--- config.mk ---
export PLATFORM = sky130hd
export DESIGN_NAME = fault_collection_unit
export DESIGN_NICKNAME = d
export VERILOG_FILES = /design/src/pkg/fault_pkg.sv /design/src/toggle_divider.sv /design/src/fault_collection_unit.sv
export SDC_FILE = /design/constraint.sdc
export NUM_CORES = 1
export LEC_CHECK = 0
export ABC_AREA = 1
export BUFFER_PORTS_ARGS = -buffer_cell sky130_fd_sc_hd__buf_2
export CORE_ASPECT_RATIO = 1.4
export CORE_MARGIN = 2
export CORE_UTILIZATION = 56
export CTS_BUF_LIST = sky130_fd_sc_hd__clkbuf_16
export CTS_CLUSTER_DIAMETER = 80
export DETAILED_ROUTE_END_ITERATION = 7
export HOLD_SLACK_MARGIN = 0.05
export PLACE_DENSITY_LB_ADDON = 0.08
export SYNTH_ARGS = -nofsm -noshare
export SYNTH_HDL_FRONTEND = slang
export SYNTH_SLANG_ARGS = --single-unit
--- constraint.sdc ---
create_clock -name clk -period 2.05 [get_ports clk]
set_input_delay 0.3075 -clock clk [delete_from_list [all_inputs] [get_ports clk]]
set_output_delay 0.3075 -clock clk [all_outputs]
set_load 0.03 [all_outputs]
--- src/pkg/fault_pkg.sv ---
// Purpose: shared constants and carriers for the fault collection unit
// Assumes: core clock of 100 MHz, internal rc oscillator nominally 16 MHz
// Notes: long half-period counts are defaults of top-level parameters
package fault_pkg;

    // clocking
    localparam int CLK_MHZ = 100;
    localparam int IRC_MHZ = 16;
    // conveying a fault into the unit, in oscillator cycles
    localparam int CONVEY_IRC_CYCLES = 10;
    localparam int CONVEY_CLK_CYCLES = (CONVEY_IRC_CYCLES * CLK_MHZ) / IRC_MHZ;
    // immediate indication bound
    localparam int FAST_IND_US = 64;
    localparam int FAST_HALF_CYCLES = FAST_IND_US * CLK_MHZ;
    // slow toggle: 61 Hz, half-period bound of 8 ms
    localparam int SLOW_TOGGLE_HZ = 61;
    localparam int SLOW_HALF_MS = 8;
    localparam int SLOW_HALF_CYCLES = SLOW_HALF_MS * 1000 * CLK_MHZ;

    // widths and reset values
    localparam int NUM_SOURCES = 8;
    localparam int HOLD_W = 24;
    localparam int DIV_W = 24;
    localparam logic [NUM_SOURCES-1:0] SRC_RESET = 8'h00;

    typedef enum logic [1:0] {
        proto_dual_rail,
        proto_time_switch,
        proto_bistable,
        proto_test
    } proto_t;

    typedef enum {
        st_hiz,
        st_fault,
        st_hold,
        st_oper
    } state_t;

    // software configuration
    typedef struct packed {
        proto_t proto;
        logic fast_mode;
        logic oper_b_high;
        logic test_a;
        logic test_b;
        logic [HOLD_W-1:0] hold_cycles;
    } cfg_t;

    // two error pins, three signals each minus the unused input side
    typedef struct packed {
        logic a_o;
        logic a_oe;
        logic b_o;
        logic b_oe;
    } pins_t;

endpackage : fault_pkg

--- src/toggle_divider.sv ---
// Purpose: fixed divider giving the error pin toggle phase
// Assumes: half-period counts are at least 2
// Notes: boundary pulses on the cycle the phase flips
`timescale 1ns/10ps
module toggle_divider #(
    parameter int DIV_W = 24
) (
    // clock and reset
    input wire logic clk,
    input wire logic rst,
    // half-period length in clock cycles
    input wire logic [DIV_W-1:0] half_cycles,
    // phase and boundary pulse
    output logic phase_r,
    output logic boundary_r
);

    logic [DIV_W-1:0] cnt_r;

    always_ff @(posedge clk)
    begin
        if (rst)
        begin
            cnt_r <= '0;
            phase_r <= 1'b0;
            boundary_r <= 1'b0;
        end
        else if (cnt_r >= half_cycles - DIV_W'(1))
        begin
            cnt_r <= '0;
            phase_r <= ~phase_r;
            boundary_r <= 1'b1;
        end
        else
        begin
            cnt_r <= cnt_r + DIV_W'(1);
            boundary_r <= 1'b0;
        end
    end

endmodule : toggle_divider

--- src/fault_collection_unit.sv ---
// Purpose: collects internal faults and signals them on two error pins
// Assumes: fault inputs come from logic on clk; config is static while operational
// Notes: pins stay high impedance after power-on until software acts or a fault or functional reset arrives
//
// Summary of operation
// - collect safety mechanism faults in hardware, enter safe state, signal externally
// - a fault reaches the unit within ten oscillator cycles
// - fast switching and bi-stable protocols show a fault within 64 us
// - slow switching may delay indication by one half-period, at most 8 ms
// - exactly two dedicated error output pins
// - protocol selectable: dual rail, time switching, bi-stable, test
// - after power-on pins are high impedance or show failure, never operational
// - readable error flag; software writes 1 for fault, 0 for operational
// - pins return to operational only on explicit software request
// - while operational at least one pin is driven high, except in the test protocol
// - bi-stable pins complementary; software picks which pin is high when operational
// - after software clears a failure, pins hold failure for configured time
// - recorded fault source survives a functional reset
`timescale 1ns/10ps
module fault_collection_unit
    import fault_pkg::*;
#(
    parameter int FAST_HALF = fault_pkg::FAST_HALF_CYCLES,
    parameter int SLOW_HALF = fault_pkg::SLOW_HALF_CYCLES
) (
    // clock and resets
    input wire logic clk,
    input wire logic rst,
    input wire logic func_rst,
    // fault reports from safety mechanisms
    input wire logic [fault_pkg::NUM_SOURCES-1:0] fault_in,
    // software control
    input wire fault_pkg::cfg_t cfg,
    input wire logic flag_wr,
    input wire logic flag_wdata,
    input wire logic [fault_pkg::NUM_SOURCES-1:0] src_clr,
    // software status
    output logic err_flag_r,
    output logic [fault_pkg::NUM_SOURCES-1:0] fault_src_r,
    // error pins
    output fault_pkg::pins_t pins_r
);
    import fault_pkg::*;

    state_t state_r;
    logic [NUM_SOURCES-1:0] fault_q_r;
    logic [HOLD_W-1:0] hold_cnt_r;
    logic shown_fault_r;
    logic shown_hiz_r;
    logic phase;
    logic boundary;
    logic fault_any;
    logic immediate;
    logic [DIV_W-1:0] half_sel;
    pins_t pins_nxt;

    assign fault_any = |fault_q_r;
    assign immediate = cfg.fast_mode || (cfg.proto == proto_bistable) || (cfg.proto == proto_test);
    assign half_sel = cfg.fast_mode ? DIV_W'(FAST_HALF) : DIV_W'(SLOW_HALF);

    toggle_divider #(
        .DIV_W(DIV_W)
    ) u_div (
        .clk(clk),
        .rst(rst),
        .half_cycles(half_sel),
        .phase_r(phase),
        .boundary_r(boundary)
    );

    // one register stage keeps conveyance far inside its bound
    always_ff @(posedge clk)
    begin
        if (rst)
            fault_q_r <= '0;
        else
            fault_q_r <= fault_in;
    end

    // sticky source record; power-on reset or src_clr clears it, func_rst does not, a new fault beats a clear
    always_ff @(posedge clk)
    begin
        if (rst)
            fault_src_r <= SRC_RESET;
        else
            fault_src_r <= (fault_src_r & ~src_clr) | fault_q_r;
    end

    // unit state
    always_ff @(posedge clk)
    begin
        if (rst)
        begin
            state_r <= st_hiz;
            hold_cnt_r <= '0;
        end
        else if (fault_any || func_rst)
        begin
            state_r <= st_fault;
            hold_cnt_r <= '0;
        end
        else
        begin
            case (state_r)
                st_hiz, st_oper:
                begin
                    if (flag_wr && flag_wdata)
                        state_r <= st_fault;
                    else if (flag_wr && state_r == st_hiz)
                        state_r <= st_hold;
                    hold_cnt_r <= '0;
                end
                st_fault:
                begin
                    if (flag_wr && !flag_wdata)
                        state_r <= st_hold;
                    hold_cnt_r <= '0;
                end
                st_hold:
                begin
                    // failure pattern lingers so the supervisor cannot miss it
                    if (flag_wr && flag_wdata)
                        state_r <= st_fault;
                    else if (hold_cnt_r >= cfg.hold_cycles)
                        state_r <= st_oper;
                    hold_cnt_r <= hold_cnt_r + HOLD_W'(1);
                end
                default:
                    state_r <= st_fault;
            endcase
        end
    end

    always_ff @(posedge clk)
    begin
        if (rst)
            err_flag_r <= 1'b1;
        else
            err_flag_r <= (state_r != st_oper);
    end

    // what the pins show; slow switching only moves on a half-period edge
    always_ff @(posedge clk)
    begin
        if (rst)
        begin
            shown_fault_r <= 1'b1;
            shown_hiz_r <= 1'b1;
        end
        else if (immediate || boundary)
        begin
            shown_fault_r <= (state_r != st_oper);
            shown_hiz_r <= (state_r == st_hiz);
        end
    end

    always_comb
    begin
        pins_nxt = '0;
        case (cfg.proto)
            proto_dual_rail:
            begin
                pins_nxt.a_o = phase;
                pins_nxt.b_o = shown_fault_r ? phase : ~phase;
            end
            proto_time_switch:
            begin
                pins_nxt.a_o = shown_fault_r ? 1'b0 : phase;
                pins_nxt.b_o = ~shown_fault_r;
            end
            proto_bistable:
            begin
                pins_nxt.b_o = cfg.oper_b_high ^ shown_fault_r;
                pins_nxt.a_o = ~pins_nxt.b_o;
            end
            proto_test:
            begin
                pins_nxt.a_o = cfg.test_a;
                pins_nxt.b_o = cfg.test_b;
            end
            default:
            begin
                pins_nxt.a_o = 1'b0;
                pins_nxt.b_o = 1'b0;
            end
        endcase
        // high impedance reads as failure on the supervisor side
        pins_nxt.a_oe = ~shown_hiz_r;
        pins_nxt.b_oe = ~shown_hiz_r;
    end

    always_ff @(posedge clk)
    begin
        if (rst)
            pins_r <= '0;
        else
            pins_r <= pins_nxt;
    end
endmodule : fault_collection_unit

==> impl_metrics.ini, run 1 <==
[run_status]
outcome = finished clean

[grt]
grt_max_degree = 22
grt_pass1_wl_mm = 14.4
antenna_found_initial = 0
grtUsageTotal = 0.218
grt_pass1_vias = 3640
overflow = 0

[place]
place_congestion = 0.809
pre_cts_slack_ps = 199
dpl_cell_area_um2 = 4560
port_buffers = 63
dp_hpwl_mm = 6.49

[floorplanning]
die_y_um = 105
io_pins = 64
die_area_um2 = 8030
core_um2 = 7030
start_util = 0.583
die_x_um = 76.3
num_rows = 36

[finish]
fillers = 624
nets = 734
final_core_util = 0.690
antennaDiodeCount = 0
drive_above_1_share = 0.160
final_area_um2 = 4850
areaGrowthSynthToFinish_pct = 18.4

[synth]
synthArstFlopShare = 0
ys_types = 44
synth_edf_count = 0
syn_inst = 572
ys_seq_area_frac = 0.362
ys_seq_elements = 74
synth.avg_cell_area_um2 = 7.16
yosys.area.top_type_share = 0.362
synth_most_common_cell = nand2_1
ys_warn_count = 0
synthTopCellsByCount = nand2_1, inv_1, dfxtp_1
synthFlopType = dfxtp_1
synth.area.top_cells = dfxtp_1, ha_1, nand2_1, inv_1, nor2_1
netlist_area_um2 = 4100
yosys.area.top_type = dfxtp_1

[pwr]
p_int_w = 0.00251
clkPwrFrac = 0.472
p_sw_frac = 0.228
p_seq_frac = 0.458
vdd.ir_drop.worst_uv = 510
combinationalPowerShare = 0.070
p_leak_nw = 2.28
power.switching_w = 0.000742
fin_total_pwr_w = 0.00325
p_per_area_nw_per_um2 = 670

[min_path]
worstHoldStart = fault_in[0]
hold_class = in -> reg

[drt]
vias = 3777
dr.max_layer_used = met4
drt-pass1-iter-count = 4
totalWireLength_mm = 8.46
drc = 0
ant_nets = 0
route.met3.wl_um = 284
drt-met1-wl_mm = 3.50
viasPerCell = 5.06
wl_per_cell_um = 11.3
met2WireLength_mm = 4.60
drt_iter0_markers = 178

[sta]
hold_violations = 0
finalSetupViolCount = 0
period_share = 0.887
max_slew_margin = 0.668
fin_setup_tns_ps = 0
period_minus_slack_ps = 1820
grt_setup_unrepaired = no
worstMarginPinSlew_ps = 494
maxSlewViolCount = 0
finalWorstSetupSlack_ps = 232
finClkSkew_ps = 8.87
timing.fmax_mhz = 550

[clock_tree]
cts_max_level = 3
cts_buffer_depth = 2
cts_made_buffers = 9
cts_root_buffer = clkbuf_16
ctsHoldBuffers = 0
clock_sinks = 74
path_clk_slew_ps = 60
clock_latency_ps = 330
cts_resized = 0
cts_setup_buffers = 0
cts_tree = yes

[worst_setup_path]
cp-startpoint = u_div.cnt_r[11]
crit_fanout = 21
reg2reg_from = u_div.cnt_r[11]
critPathKind = reg -> reg
cp-start-kind = flip-flop
worstPathRequired_ps = 2300
crit_arrival_ps = 2060
cp-end-kind = flip-flop

[run]
cap_violations = 0
## final cells by class
class                      instances  area, um2  area share
multi-input combinational        391       2200       0.455
clock inverter                     7       67.6      0.0139
timing repair buffer              69        373      0.0769
tap                               95        119      0.0245
sequential                        74       1480       0.305
inverter                         101        379      0.0782
clock buffer                       9        225      0.0464
## power groups by stage
stage               combinational, W  sequential, W  clock [W]
detailed placement          0.000227        0.00152          0
finish                      0.000228        0.00149    0.00153
global placement            0.000219        0.00152          0
CTS                         0.000230        0.00149    0.00157
global route                0.000259        0.00149    0.00163
floorplan                   0.000111        0.00154          0
## per-stage QoR
step           hold slack [ps]  cells
2_1_floorplan              393    574
3_3_place_gp               409    730
3_5_place_dp               413    730
4_1_cts                    166    746
5_1_grt                    182    746
6_report                   178    746
## path summary, 6_finish.rpt
check	to	slack, ps	cells past startpoint
hold reg to reg	pins_r[0]	420	1
hold / removal	fault_q_r[0]	180	3
setup reg to reg	u_div.cnt_r[13]	230	8
setup / recovery	u_div.cnt_r[13]	230	8
## sequential cells by signal (all words and copies together) (netlist names)
signal / count
u_div.phase_r: 1
pins_r: 3
u_div.cnt_r: 24
hold_cnt_r: 24
fault_src_r: 8
fault_q_r: 8
shown_fault_r: 1
shown_hiz_r: 1
err_flag_r: 1
state_r: 2
u_div.boundary_r: 1
## critical path, stage by stage (launching register included)
cell	delay (ps)
dfxtp_1	430
ha_1	290
a21oi_1	170
o21a_1	150
o21ai_0	70
nand2_1	100
nand4_1	190
buf_12	210
nor3_1	130
## cells by family (layout without fill, tap and decap cells)
| family | count (synthesis) | in the layout | synth area share |
|---|---|---|---|
| mux | 1 | 1 | 0.00244 |
| fa+ha+maj | 37 | 37 | 0.113 |
| compound gates | 77 | 77 | 0.108 |
| flops | 74 | 74 | 0.362 |
| other cells | 1 | 3 | 0.000915 |
| simple gates | 263 | 263 | 0.290 |
| xor+xnor | 10 | 10 | 0.0214 |
| buf+inv | 109 | 186 | 0.102 |
## cells in the final DEF, fill, tap and decap left out, types with 5 or more instances in the layout
cell type	netlist	final
nor2_1	68	68
nor2_2	8	8
buf_4	1	5
o21ai_0	20	20
nand4_1	14	14
dfxtp_1	74	74
ha_1	37	37
xor2_1	7	7
nor3_1	19	19
a21oi_1	36	36
buf_2	4	63
nand2_1	117	117
nand3_1	19	19
clkbuf_16	0	9
inv_1	99	99
## layer usage
metal / vias to the layer above / GRT usage
li1: 1978 / -
met1: 1730 / 0.220
met2: 63 / 0.431
met3: 6 / 0.0423
met4: 0 / 0.0831
met5: - / 0
(Power assumes the default switching activity.)
==> inputs of run 2 (changes only) <==
--- a/config.mk
+++ b/config.mk
@@ -14,7 +14,8 @@
 export CTS_CLUSTER_DIAMETER = 80
 export DETAILED_ROUTE_END_ITERATION = 7
 export HOLD_SLACK_MARGIN = 0.05
-export PLACE_DENSITY_LB_ADDON = 0.08
+export PLACE_DENSITY = 0.79
+export SLEW_MARGIN = 5
 export SYNTH_ARGS = -nofsm -noshare
 export SYNTH_HDL_FRONTEND = slang
 export SYNTH_SLANG_ARGS = --single-unit
==> run 2 against run 1 <==
Net effect: worst setup slack better by 19 ps; sequential share of layout area is 0.17 points higher; sequential cell count stayed put; wire length is 4.9% higher; largest power group is now sequential cells; critical path type unchanged; highest routed layer unchanged; largest cell class unchanged; register-to-register slack better by 20 ps; critical endpoint is now hold_cnt_r[13].
==> impl_metrics.ini, run 2 (synthesis gave the netlist of run 1 again) <==
[drt]
totalWireLength_mm = 8.87
vias = 3821
wl_per_cell_um = 11.9
drt-pass1-iter-count = 4
drt_iter0_markers = 180
drc = 0
viasPerCell = 5.11
ant_nets = 0

[worst_setup_path]
cp_top_family = buffers and inverters
critPathSlowestCell = dfxtp_1
cp_cell_sequence = inv_1, ha_1, buf_4, nor2_1, clkinv_1, a21oi_1, a211oi_1
crit_cells = 7
worst_path_largest_cell_delay_ps = 380
path_buf_inv = 3
cp-end-kind = flip-flop
worstPathRequired_ps = 2260
cp-start-kind = flip-flop
critPathKind = reg -> reg
crit_arrival_ps = 2010
worst-r2r-cell-count = 7
crit_fanout = 13

[place]
dpl_cell_area_um2 = 4560
place_congestion = 0.858
dp_hpwl_mm = 6.90
port_buffers = 63

[pwr]
p_per_area_nw_per_um2 = 643
p_leak_nw = 2.28
fin_total_pwr_w = 0.00310
vdd.ir_drop.worst_uv = 611

[grt]
grt_pass1_vias = 3882
grt_max_degree = 20
grtUsageTotal = 0.233
antenna_found_initial = 0
grt_pass1_wl_mm = 15.4
overflow = 0

[clock_tree]
cts_tree = yes
cts_setup_buffers = 0
cts_resized = 0
cts_made_buffers = 9
ctsHoldBuffers = 0
cts_max_level = 3
clock_latency_ps = 330
clock_sinks = 74
path_clk_slew_ps = 60
cts_root_buffer = clkbuf_16
cts_buffer_depth = 2

[sta]
fin_setup_tns_ps = 0
finClkSkew_ps = 4.49
max_slew_margin = 0.667
worstMarginPinSlew_ps = 496
period_share = 0.877
grt_setup_unrepaired = no
maxSlewViolCount = 0
timing.fmax_mhz = 556
finalSetupViolCount = 0
period_minus_slack_ps = 1800
hold_violations = 0

[floorplanning]
die_x_um = 76.3
core_um2 = 7030
start_util = 0.583
die_y_um = 105
io_pins = 64
die_area_um2 = 8030
num_rows = 36

[finish]
final_area_um2 = 4820
final_cell_mix = nand2_1, inv_1, dfxtp_1, nor2_1, buf_2
drive_above_1_share = 0.164
nets = 736
layout_commonest_cell = nand2_1
antennaDiodeCount = 0
top_regs = hold_cnt_r: 24 flops, u_div.cnt_r: 24 flops
areaGrowthSynthToFinish_pct = 17.7

[min_path]
holdPathStages = 3
hold_class = in -> reg

[run]
cap_violations = 0

[run_status]
outcome = finished clean
[run 2: cell count changes in the layout (fill, tap and decap cells not counted), sizes merged]
| cell | previous run | this run |
|---|---|---|
| clkinv | 4 | 7 |
| bufinv | 1 | 0 |
| buf | 69 | 71 |
| inv | 102 | 101 |
| clkinvlp | 1 | 0 |
[run 2: routing by layer]
layer / wire, um / track usage / share of wire
met5: 0 / 0 / 0
met4: 189 / 0.122 / 0.021
met3: 311 / 0.0432 / 0.035
met2: 4880 / 0.456 / 0.55
met1: 3490 / 0.225 / 0.39
[run 2: path summary, 6_finish.rpt]
check / startpoint / to / slack (ps)
max: state_r[0] / hold_cnt_r[13] / 250
min: fault_in[1] / fault_q_r[1] / 180
max reg2reg: state_r[0] / hold_cnt_r[13] / 250
min reg2reg: shown_hiz_r / pins_r[0] / 420
[run 2: area by class of cell]
| class | instances | area [um2] |
|---|---|---|
| sequential | 74 | 1480 |
| fill | 619 | 2200 |
| timing repair buffer | 71 | 375 |
| clock buffer | 9 | 225 |
| multi-input combinational | 391 | 2200 |
| inverter | 101 | 379 |
| clock inverter | 7 | 37.5 |
| tap | 95 | 119 |
[run 2: per-stage QoR]
stage          worst slack (ps)  utilization  hold slack [ps]  cells
2_1_floorplan               405            -              393    574
3_3_place_gp                310        0.649              404    732
3_5_place_dp                240        0.649              419    732
4_1_cts                     241        0.686              175    748
5_1_grt                    71.5        0.686              186    748
6_report                    251        0.686              177    748
[run 2: power by group]
part | leakage (nW) | internal [W] | switching, W | total, W
clock | 0.140 | 0.000804 | 0.000582 | 0.00139
sequential | 0.603 | 0.00147 | 0.0000167 | 0.00149
combinational | 1.53 | 0.0000959 | 0.000133 | 0.000229
total | 2.28 | 0.00237 | 0.000732 | 0.00310
[run 2: worst reg2reg max path, cell delays in order, from the launching register on]
cell and delay [ps]:
dfxtp_1 380, inv_1 100, ha_1 230, buf_4 200
nor2_1 170, clkinv_1 290, a21oi_1 250, a211oi_1 60
